`config.mk`:
```
export PLATFORM = sky130hd
export DESIGN_NAME = scc_top
export DESIGN_NICKNAME = d
export VERILOG_FILES = /design/src/scc_pkg.sv /design/src/scc_pol_detect.sv /design/src/scc_top.sv
export SDC_FILE = /design/constraint.sdc
export NUM_CORES = 1
export LEC_CHECK = 0
export BUFFER_PORTS_ARGS = -buffer_cell sky130_fd_sc_hd__buf_2
export CELL_PAD_IN_SITES_DETAIL_PLACEMENT = 0
export CELL_PAD_IN_SITES_GLOBAL_PLACEMENT = 1
export CORE_UTILIZATION = 41
export CTS_CLUSTER_SIZE = 20
export DETAILED_ROUTE_END_ITERATION = 12
export HOLD_SLACK_MARGIN = 0.1
export PLACE_DENSITY = 0.79
export SLEW_MARGIN = 25
export SYNTH_ARGS = -nofsm -noshare
export SYNTH_HDL_FRONTEND = slang
export SYNTH_SLANG_ARGS = --single-unit
```
`constraint.sdc`:
```
create_clock -name REF_CLK -period 2.75 [get_ports REF_CLK]
set_input_delay 0.275 -clock REF_CLK [delete_from_list [all_inputs] [get_ports REF_CLK]]
set_output_delay 0.275 -clock REF_CLK [all_outputs]
set_load 0.01 [all_outputs]
```
`src/scc_pkg.sv`:
```
// Package: constants and carrier types for sync, clamp and coast control
package scc_pkg;
    // Register addresses and field positions, kept for software reference
    localparam logic [7:0] SCC_REG_LINE_POL = 8'h12;
    localparam logic [7:0] SCC_REG_FRAME_POL = 8'h14;
    localparam logic [7:0] SCC_REG_CLK_SRC = 8'h03;
    localparam logic [7:0] SCC_REG_CLAMP_COAST = 8'h18;
    localparam logic [7:0] SCC_REG_CLAMP_POL = 8'h1b;
    localparam logic [7:0] SCC_REG_SLICER_SEL = 8'h1d;
    localparam logic [7:0] SCC_REG_PWR = 8'h1e;
    localparam int SCC_POL_HI = 5;
    localparam int SCC_POL_LO = 4;
    localparam int SCC_CLAMP_SRC_BIT = 4;
    localparam int SCC_EXT_CLK_BIT = 2;
    localparam int SCC_PD_SEL_BIT = 4;
    localparam int SCC_PD_POL_BIT = 2;
    // Reset values
    localparam logic [1:0] SCC_COAST_POL_RST = 2'h1;
    localparam logic SCC_CLAMP_SRC_RST = 1'h0;
    // Slicer threshold in mV: step, range and default
    localparam int SCC_SLICE_STEP_MV = 8;
    localparam int SCC_SLICE_MAX_MV = 256;
    localparam int SCC_SLICE_DEF_MV = 128;
    localparam logic [4:0] SCC_SLICE_DEF_CODE = 5'(SCC_SLICE_DEF_MV / SCC_SLICE_STEP_MV - 1);
    // Polarity field: bit 1 selects manual, bit 0 gives the manual level
    localparam int SCC_PF_MANUAL = 1;
    localparam int SCC_PF_LEVEL = 0;
    // Auto detect: level seen longer than half a window is inactive
    localparam int SCC_AUTO_WIN = 256;
    // Slicer output source
    typedef enum logic [1:0] {
        SCC_SRC_SOG = 2'h0,
        SCC_SRC_LINE = 2'h1,
        SCC_SRC_REGEN = 2'h2,
        SCC_SRC_FILT = 2'h3
    } scc_src_e;
    typedef struct packed {
        logic [1:0] line_pol;
        logic [1:0] frame_pol;
        logic [1:0] clamp_pol;
        logic [1:0] coast_pol;
        logic clamp_ext;
        logic ext_clk;
        logic pd_sel;
        logic pd_pol;
        logic [1:0] slicer_sel;
        logic [4:0] slice_code;
        logic [7:0] clamp_delay;
        logic [7:0] clamp_width;
        logic [7:0] regen_width;
        logic regen_pol;
    } scc_cfg_s;
endpackage : scc_pkg

```
`src/scc_pol_detect.sv`:
```
// Polarity resolver: automatic or manual active sense of one sync input
`timescale 1ns/1ps
`default_nettype none
module scc_pol_detect
    import scc_pkg::*;
#(
    parameter int WIN = SCC_AUTO_WIN
) (
    input wire logic clk,          // Pixel domain clock
    input wire logic rst_n,        // Async reset, active low
    input wire logic sig_in,       // Raw sync input
    input wire logic [1:0] pol,    // Polarity field
    output logic active_high,      // Resolved sense, 1 = active high
    output logic sig_act           // Input, normalised to active high
);
    logic [$clog2(WIN)-1:0] win_q;
    logic [$clog2(WIN):0] high_q;
    logic auto_q;

    // Count high cycles per window; majority level is the inactive one
    always_ff @(posedge clk or negedge rst_n) begin
        if (!rst_n) begin
            win_q <= '0;
            high_q <= '0;
            auto_q <= 1'b0;
        end else begin
            win_q <= win_q + 1'b1;
            if (&win_q) begin
                auto_q <= (high_q < ($clog2(WIN)+1)'(WIN / 2));
                high_q <= '0;
            end else if (sig_in) begin
                high_q <= high_q + 1'b1;
            end
        end
    end

    assign active_high = pol[SCC_PF_MANUAL] ? pol[SCC_PF_LEVEL] : auto_q;
    assign sig_act = active_high ? sig_in : ~sig_in;
endmodule : scc_pol_detect
`default_nettype wire

```
`src/scc_top.sv`:
```
// Top: sync polarity, clamp window, coast, clock select and regenerated line sync
`timescale 1ns/1ps
`default_nettype none
module scc_top
    import scc_pkg::*;
#(
    parameter int WIN = SCC_AUTO_WIN
) (
    input wire logic REF_CLK,                  // Pixel clock, 100 MHz
    input wire logic RSTN,                     // Async reset, active low
    input wire logic CHAN_SEL,                 // 0 selects set a, 1 set b
    input wire logic LINE_SYNC_IN_A,           // Line sync, set a
    input wire logic LINE_SYNC_IN_B,           // Line sync, set b
    input wire logic FRAME_SYNC_IN_A,          // Frame sync, set a
    input wire logic FRAME_SYNC_IN_B,          // Frame sync, set b
    input wire logic GREEN_SLICE_A,            // Sliced sync on green, set a
    input wire logic GREEN_SLICE_B,            // Sliced sync on green, set b
    input wire logic FILT_LINE_SYNC,           // Filtered line sync from filter
    input wire logic CLAMP_IN,                 // External clamp pin
    input wire logic COAST_IN,                 // Shared coast pin
    input wire logic POWER_DOWN_PIN,           // Power-down pin
    input wire scc_cfg_s CFG,                  // Configuration bits
    output logic [4:0] SLICE_THRESH,           // Slicer threshold code
    output logic SLICER_SYNC_OUT,              // Slicer output pin
    output logic PLL_REF_PULSE,                // Leading edge pulse to PLL
    output logic PLL_HOLD,                     // Coast hold to PLL
    output logic CLK_SEL_EXT,                  // Pixel clock from external pin
    output logic CLAMP_WINDOW,                 // Clamp active
    output logic FIELD_TICK,                   // Frame sync leading edge
    output logic POWER_DOWN,                   // Power down request
    output logic REGENERATED_LINE_SYNC_OUT,    // Regenerated line sync
    output logic [1:0] POL_STATUS              // Resolved line/frame sense
);
    typedef enum logic [1:0] {
        CL_IDLE = 2'b00,
        CL_DELAY = 2'b01,
        CL_ON = 2'b11
    } scc_clamp_e;

    logic line_raw, frame_raw, sog_raw;
    logic line_act, frame_act, clamp_act, coast_act;
    logic line_hi, frame_hi;
    logic line_d1_q, frame_d1_q;
    logic lead, trail, frame_lead;
    scc_clamp_e cl_q;
    logic [7:0] cl_cnt_q;
    logic [7:0] rg_cnt_q;
    logic rg_on_q;

    assign line_raw = CHAN_SEL ? LINE_SYNC_IN_B : LINE_SYNC_IN_A;
    assign frame_raw = CHAN_SEL ? FRAME_SYNC_IN_B : FRAME_SYNC_IN_A;
    assign sog_raw = CHAN_SEL ? GREEN_SLICE_B : GREEN_SLICE_A;

    scc_pol_detect #(.WIN(WIN)) u_line (
        .clk(REF_CLK),
        .rst_n(RSTN),
        .sig_in(line_raw),
        .pol(CFG.line_pol),
        .active_high(line_hi),
        .sig_act(line_act)
    );
    scc_pol_detect #(.WIN(WIN)) u_frame (
        .clk(REF_CLK),
        .rst_n(RSTN),
        .sig_in(frame_raw),
        .pol(CFG.frame_pol),
        .active_high(frame_hi),
        .sig_act(frame_act)
    );
    scc_pol_detect #(.WIN(WIN)) u_clamp (
        .clk(REF_CLK),
        .rst_n(RSTN),
        .sig_in(CLAMP_IN),
        .pol(CFG.clamp_pol),
        .active_high(),
        .sig_act(clamp_act)
    );
    scc_pol_detect #(.WIN(WIN)) u_coast (
        .clk(REF_CLK),
        .rst_n(RSTN),
        .sig_in(COAST_IN),
        .pol(CFG.coast_pol),
        .active_high(),
        .sig_act(coast_act)
    );

    always_ff @(posedge REF_CLK or negedge RSTN) begin
        if (!RSTN) begin
            line_d1_q <= 1'b0;
            frame_d1_q <= 1'b0;
        end else begin
            line_d1_q <= line_act;
            frame_d1_q <= frame_act;
        end
    end

    // Active edge: rising of normalised sync, i.e. raw edge per sense
    assign lead = line_act & ~line_d1_q;
    assign trail = ~line_act & line_d1_q;
    assign frame_lead = frame_act & ~frame_d1_q;

    // Leading edge to PLL, masked while coasting
    always_ff @(posedge REF_CLK or negedge RSTN) begin
        if (!RSTN) begin
            PLL_REF_PULSE <= 1'b0;
            PLL_HOLD <= 1'b0;
        end else begin
            PLL_REF_PULSE <= lead & ~coast_act;
            PLL_HOLD <= coast_act;
        end
    end

    // Frame timing tick for field and coast logic
    always_ff @(posedge REF_CLK or negedge RSTN) begin
        if (!RSTN) begin
            FIELD_TICK <= 1'b0;
        end else begin
            FIELD_TICK <= frame_lead;
        end
    end

    // Internal clamp: delay then width after trailing edge
    always_ff @(posedge REF_CLK or negedge RSTN) begin
        if (!RSTN) begin
            cl_q <= CL_IDLE;
            cl_cnt_q <= 8'h00;
        end else begin
            case (cl_q)
                CL_IDLE: begin
                    if (trail) begin
                        cl_cnt_q <= CFG.clamp_delay;
                        cl_q <= CL_DELAY;
                    end
                end
                CL_DELAY: begin
                    if (cl_cnt_q == 8'h00) begin
                        cl_cnt_q <= CFG.clamp_width;
                        cl_q <= CL_ON;
                    end else begin
                        cl_cnt_q <= cl_cnt_q - 8'h01;
                    end
                end
                CL_ON: begin
                    if (cl_cnt_q <= 8'h01) begin
                        cl_q <= CL_IDLE;
                    end else begin
                        cl_cnt_q <= cl_cnt_q - 8'h01;
                    end
                end
                default: begin
                    cl_q <= CL_IDLE;
                end
            endcase
        end
    end

    // External clamp honoured only when enabled
    always_ff @(posedge REF_CLK or negedge RSTN) begin
        if (!RSTN) begin
            CLAMP_WINDOW <= 1'b0;
        end else if (CFG.clamp_ext) begin
            CLAMP_WINDOW <= clamp_act;
        end else begin
            CLAMP_WINDOW <= (cl_q == CL_ON) && (CFG.clamp_width != 8'h00);
        end
    end

    always_ff @(posedge REF_CLK or negedge RSTN) begin
        if (!RSTN) begin
            CLK_SEL_EXT <= 1'b0;
        end else begin
            CLK_SEL_EXT <= CFG.ext_clk;
        end
    end

    always_ff @(posedge REF_CLK or negedge RSTN) begin
        if (!RSTN) begin
            POWER_DOWN <= 1'b0;
        end else begin
            POWER_DOWN <= CFG.pd_sel & (POWER_DOWN_PIN == CFG.pd_pol);
        end
    end

    // Threshold code, every code in range
    always_ff @(posedge REF_CLK or negedge RSTN) begin
        if (!RSTN) begin
            SLICE_THRESH <= SCC_SLICE_DEF_CODE;
        end else begin
            SLICE_THRESH <= CFG.slice_code;
        end
    end

    // Regenerated pulse from leading edge, width in pixel clocks
    always_ff @(posedge REF_CLK or negedge RSTN) begin
        if (!RSTN) begin
            rg_cnt_q <= 8'h00;
            rg_on_q <= 1'b0;
        end else if (lead && CFG.regen_width != 8'h00) begin
            rg_cnt_q <= CFG.regen_width - 8'h01;
            rg_on_q <= 1'b1;
        end else if (rg_cnt_q != 8'h00) begin
            rg_cnt_q <= rg_cnt_q - 8'h01;
        end else begin
            rg_on_q <= 1'b0;
        end
    end

    // Registered on the pixel clock that also drives data out
    always_ff @(posedge REF_CLK or negedge RSTN) begin
        if (!RSTN) begin
            REGENERATED_LINE_SYNC_OUT <= 1'b0;
        end else begin
            REGENERATED_LINE_SYNC_OUT <= rg_on_q ~^ CFG.regen_pol;
        end
    end

    always_ff @(posedge REF_CLK or negedge RSTN) begin
        if (!RSTN) begin
            SLICER_SYNC_OUT <= 1'b0;
        end else begin
            case (scc_src_e'(CFG.slicer_sel))
                SCC_SRC_SOG: SLICER_SYNC_OUT <= sog_raw;
                SCC_SRC_LINE: SLICER_SYNC_OUT <= line_raw;
                SCC_SRC_REGEN: SLICER_SYNC_OUT <= rg_on_q ~^ CFG.regen_pol;
                SCC_SRC_FILT: SLICER_SYNC_OUT <= FILT_LINE_SYNC;
                default: SLICER_SYNC_OUT <= sog_raw;
            endcase
        end
    end

    always_ff @(posedge REF_CLK or negedge RSTN) begin
        if (!RSTN) begin
            POL_STATUS <= 2'h0;
        end else begin
            POL_STATUS <= {frame_hi, line_hi};
        end
    end
endmodule : scc_top
`default_nettype wire

```
---- Word-level counts from Yosys, hierarchy flattened ----
Cells that the tools add are included.
operators by class
  add/sub/neg operators ................... 11
  $mul .................................... 0
  div/mod/pow operators ................... 0
  magnitude comparators ................... 5
  eq/ne operators ......................... 11
  shifts and indexed selects .............. 0
  mux-type cells .......................... 33
  bitwise gates (word level) .............. 14
  reductions and logical operators ........ 20
operators by type and width
  kind                 number
  $mux 9               8
  $mux 8               5
  $add 9x1->9 const B  4
  $lt 9x8->1 const B   4
  $add 8x1->8 const B  4
  $reduce_and 8->1     4
  $pmux 8 s3           1
  $reduce_bool 8->1    3
  $sub 8x1->8 const B  3
  $mux 1               14
  $ne 2x2->1 const B   5
  $reduce_bool 2->1    5
  $le 8x1->1 const B   1
  $logic_not 8->1      1
  $not 1->1            8
  $eq 2x2->1 const B   3
  $mux 2               3
  $pmux 2 s3           1
  $reduce_and 3->1     2
  $and 1x1->1          5
  $eq 2x1->1 const B   2
  $logic_not 2->1      2
  $pmux 1 s4           1
  $reduce_bool 3->1    1
  3 further kinds      4
word-level totals
  flip-flop bits (word level) ............. 108
  latch bits .............................. 0
  bits in writable memories ............... 0
  bits in read-only memories .............. 0
  bits of input ports ..................... 57
  output and inout port bits .............. 15
  memories ................................ 0

---- Depth between registers and ports, before layout ----
  depth in word-level cells ............... 7
  gate-level depth with buffers ........... 10
  gate-level depth less buffers ........... 10

---- Modules after synthesis ----
Synthesis repeated with hierarchy kept, for this count alone.
unflattened totals
  cell total of the unflattened synthesis .. 469
  area, all modules ....................... 5176.2 um^2
by module, submodules not included
  module          times used  cells each  area an instance (um^2)
  scc_pol_detect  4           74          829.5
  scc_top         1           173         1858.0

---- Worst setup path after synthesis ----
Ideal clock, no wire load.
  path kind ............................... input to register
  start point ............................. input CFG[6] in the netlist's numbering
  end point ............................... register rg_cnt_q[4]
  library setup time ...................... 0.094 ns
  arrival time ............................ 2.178 ns
  setup slack ............................. 0.478 ns
  cell stages on the path ................. 9
  path buffers ............................ 0
  cells stage by stage .................... nor3_1 > a31oi_1 > nand2_2 > mux2i_1 > ha_1 > nor3b_1 > xor2_1 > nor2_1 > a211oi_1
on the way
  word-level cells in the longest chain between the ends .. 3
  elaborated cells between the ends (all ways) .. 4
  those cells by class .................... 1 x mux; 3 x reduce/logical
RTL lines
  what                                                line            source
  start, declared                                     scc_top.sv:22   input wire scc_cfg_s CFG,
  $reduce_bool 8->1 *                                 scc_top.sv:198  end else if (lead && CFG.regen_width != 8'h00) begin
  $logic_and 1x1->1 *                                 scc_top.sv:198
  $mux 8 / $reduce_bool 2->1 (equally long branches)  -
  end signal, assigned                                scc_top.sv:199  rg_cnt_q <= CFG.regen_width - 8'h01;
  end signal, assigned                                scc_top.sv:202  rg_cnt_q <= rg_cnt_q - 8'h01;
  end, declared                                       scc_top.sv:47   logic [7:0] rg_cnt_q;
Every way passes the cells marked *; elsewhere a longest branch is shown, timed or not.
A chain may end at the register's enable or synchronous reset.

---- Final worst setup path ----
  start point ............................. register u_line.auto_q
  end point ............................... register rg_cnt_q[4]
on the way
  word-level cells in the longest chain between the ends .. 5
  elaborated cells between the ends (all ways) .. 6
  those cells by class .................... 3 x mux; 1 x bitwise; 2 x reduce/logical
RTL lines
  what                                                line                  source
  start, declared                                     scc_pol_detect.sv:18  logic auto_q;
  start signal, assigned                              scc_pol_detect.sv:29  auto_q <= (high_q < ($clog2(WIN)+1)'(WIN / 2));
  $mux 1 *                                            scc_pol_detect.sv:37  assign active_high = pol[SCC_PF_MANUAL] ? pol[SCC_PF_LEVEL] : auto_q;
  $mux 1 *                                            scc_pol_detect.sv:38  assign sig_act = active_high ? sig_in : ~sig_in;
  $and 1x1->1 *                                       scc_top.sv:98         assign lead = line_act & ~line_d1_q;
  $logic_and 1x1->1 *                                 scc_top.sv:198
  $mux 8 / $reduce_bool 2->1 (equally long branches)  -
Marks and branches as above.

==> impl_metrics.py <==
metrics = {
    "yosys": {
        "synth_seq_cells": 108,
        "syn_area_per_cell_um2": 10.77,
        "synth_area_um2": 5095,
        "synth_cell_types": 54,
        "ys_top_cells_by_area": "dfrtp_1 51%, xor2_1 6.0%, nor2_1 4.2%",
        "yosys_warnings": 0,
        "yosys.area.top_type": "dfrtp_1",
        "synth_nets": 542,
        "synthArstFlopShare_pct": 100.0,
        "yosysSeqAreaShare_pct": 53.14,
        "synthCells": 473,
        "ys.flop_type": "dfrtp_1",
        "synth_edf_count": 0,
        "yosysTopAreaCellShare_pct": 51.08,
    },
    "die": {
        "design.core.area_um2": 12060,
        "io_pins": 72,
        "initial_core_util_pct": 42.24,
        "die_height_um": 113.5,
        "fp.dieW_um": 113.5,
        "rows": 40,
        "die_area_um2": 12880,
    },
    "sta": {
        "setup_violations": 0,
        "rsz0062_at_grt": "false",
        "setup-tns-final_ps": 0,
        "fin_crit_ps": 2417,
        "drv_slew": 0,
        "min_period_over_period_pct": 87.87,
        "fmax_mhz": 413.8,
        "relSlewSlack_pct": 50.88,
        "tightest_slew_ps": 736.7,
        "skew_ps": 6.231,
        "hold_violations": 0,
    },
    "drt": {
        "avgRoutedWirePerCell_um": 13.43,
        "num_vias": 3714,
        "remaining_drc_errors": 0,
        "drt_iter0_drc": 206,
        "viasPerCell": 5.088,
        "detail_route.first_pass.iterations": 4,
        "ant_nets": 0,
        "routed_wl_mm": 9.802,
    },
    "pwr": {
        "power.density_nw_per_um2": 772.3,
        "internal_power_w": 0.003182,
        "seq_power_share_pct": 48.8,
        "switching_share_pct": 31.62,
        "switchingPower_w": 0.001471,
        "irDropWorstVdd_uv": 425.8,
        "pwr-share-clk_pct": 28.2,
        "leakage_nw": 2.901,
        "p_comb_share_pct": 23.0,
    },
    "worst_setup_path": {
        "critPathLaunchType": "register",
        "crit_slowest_cell": "dfrtp_1",
        "endpoint_kind": "register",
        "crit_type": "register to register",
        "worstPathCellList": "mux2i_2 -> xnor2_4 -> inv_2 -> nand2_2 -> mux2i_1 -> ha_1 -> nor3b_1 -> xor2_1 -> nor2_1 -> a211oi_1",
        "crit_required_ps": 3010,
        "slowest_delay_ps": 390,
        "crit_fanout": 9,
        "cp.arrival_ps": 2670,
        "worstRegToRegCells": 10,
    },
    "clock_tree": {
        "cts_max_path_buffers": 2,
        "root_buffer": "clkbuf_16",
        "htree_num_levels": 3,
        "clk_latency_ps": 350,
        "cts_tree": "done",
        "cts.clk_slew.worst_paths_ps": 70,
        "cts_buffers": 9,
        "clock_sinks": 108,
        "postCtsSetupRepairBufs": 0,
    },
    "grt": {
        "overflow": 0,
        "antenna_found_initial": 0,
        "grt_pass1_vias": 3621,
        "grt_max_degree": 58,
        "grt_use_total_pct": 16.37,
        "grt_pass1_wl_mm": 16.58,
    },
    "finish": {
        "diodes": 0,
        "nets": 626,
        "finish.instance_area_um2": 6026,
        "final_cells": 730,
        "final_common_cell": "dfrtp_1",
        "area_growth_pct": 18.27,
        "layout-drive-gt1-share_pct": 19.57,
        "final_cell_mix": "104 x dfrtp_1, 70 x buf_2, 57 x nor2_1, 35 x xor2_1, 31 x nand2_1",
    },
    "run_status": {
        "status": "finished, final reports clean",
    },
    "worst_hold_path": {
        "whs_path_depth": 2,
        "hold_path_class": "primary input to register",
    },
    "placement": {
        "dp.cells": 707,
        "dp_hpwl_mm": 7.031,
        "postPlaceCellArea_um2": 5654,
        "portBuffers": 71,
        "gpl.final_weighted_congestion": 0.8291,
    },
    "run": {
        "maxCapViolations": 0,
    },
}
-- power groups by stage --
stage | combinational, W | clock, W | sequential [W]
2_1_floorplan | 0.000815 | 0 | 0.00221
6_report | 0.00107 | 0.00131 | 0.00227
4_1_cts | 0.00108 | 0.00136 | 0.00226
3_5_place_dp | 0.00107 | 0 | 0.00229
5_1_grt | 0.00123 | 0.00142 | 0.00232
3_3_place_gp | 0.00103 | 0 | 0.00227
-- flip-flops by register name, summed over array words and instances (netlist names), 5 cells and up --
signal          cells
u_clamp.win_q       8
u_line.high_q       9
cl_cnt_q            8
u_frame.win_q       8
u_coast.win_q       8
u_frame.high_q      9
u_coast.high_q      9
SLICE_THRESH        5
rg_cnt_q            8
u_clamp.high_q      9
u_line.win_q        8
-- cell usage after synthesis, types with 5 or more instances --
cell	instances
or3_1	10
o21ai_1	5
nor2_1	57
a22o_1	5
a21oi_1	22
dfrtp_1	104
xor2_1	35
xnor2_1	19
inv_1	13
nor3_1	10
mux2i_1	17
and3_1	12
nand3_1	21
ha_1	12
nand4_1	13
nand2_1	31
o21ai_0	18
clkbuf_1	6
-- through the flow --
| step | setup WS, ps | total power (W) | utilization (%) | hold slack (ps) |
|---|---|---|---|---|
| floorplan | 478.2 | 0.003025 | - | -20.59 |
| CTS | 319.4 | 0.004700 | 49.96 | 107.5 |
| finish | 333.4 | 0.004654 | 49.96 | 119.7 |
| global placement | 234.5 | 0.003304 | 46.88 | 379.8 |
| detailed placement | 176.1 | 0.003357 | 46.88 | 382.3 |
| global route | 23.61 | 0.004964 | 49.96 | 122.1 |
-- metal layers --
metal / track usage [%] / vias up / share of wire (%)
met2: 26.34 / 79 / 47
met5: 0 / - / 0
li1: - / 1827 / -
met3: 5.260 / 14 / 5.1
met4: 5.000 / 0 / 1.5
met1: 21.10 / 1794 / 47
-- worst max-delay path, delay by kind of cell (launching register included) --
family / cells / cell delay (ps)
and+or+nand+nor: 3 / 470
AOI/OAI and AO/OA: 1 / 200
adders and majority gates: 1 / 270
muxes: 2 / 560
buffers and inverters: 1 / 70
DFF: 1 / 390
xor gates and xnor gates: 2 / 370
-- final cells by class --
| cell class | instances | area, um^2 |
|---|---|---|
| fillers | 1120 | 6036 |
| multi-input cells | 340 | 2268 |
| well taps | 168 | 210.2 |
| clock inverters | 4 | 55.05 |
| flip-flops and latches | 108 | 2708 |
| clock buffers | 12 | 246.5 |
| inverters | 14 | 52.55 |
| repair buffers | 84 | 485.5 |
-- worst paths after layout --
kind                                           start                        end  slack, ps
setup / recovery           u_line.auto_q$_DFFE_PN0P_    rg_cnt_q[4]$_DFFE_PN0P_        330
hold / removal                               CFG[35]     CLAMP_WINDOW$_DFF_PN0_        120
setup reg to reg           u_line.auto_q$_DFFE_PN0P_    rg_cnt_q[4]$_DFFE_PN0P_        330
hold reg to reg                 frame_d1_q$_DFF_PN0_       FIELD_TICK$_DFF_PN0_        390
max in group asynchronous                       RSTN  u_line.win_q[5]$_DFF_PN0_       1490
min in group asynchronous                       RSTN    cl_cnt_q[2]$_DFFE_PN0P_        540
-- cells by family (layout without fill, tap and decap cells) --
logic type / after synthesis / count (layout) / synth area share [%]
AND/OR/NAND/NOR: 176 / 176 / 16.95
flip-flops: 108 / 108 / 53.14
AO/OA/AOI/OAI: 72 / 72 / 9.357
XOR/XNOR: 55 / 55 / 9.823
multiplexers: 25 / 25 / 5.452
buffers and inverters: 25 / 114 / 2.333
adder cells (fa/ha/maj): 12 / 12 / 2.947
-- what timing repair did --
action / in CTS / in global routing
hold endpoints to repair: 58 / 0
gates resized for setup: 0 / 0
hold buffers: 7 / 0
(Power assumes the default switching activity.)
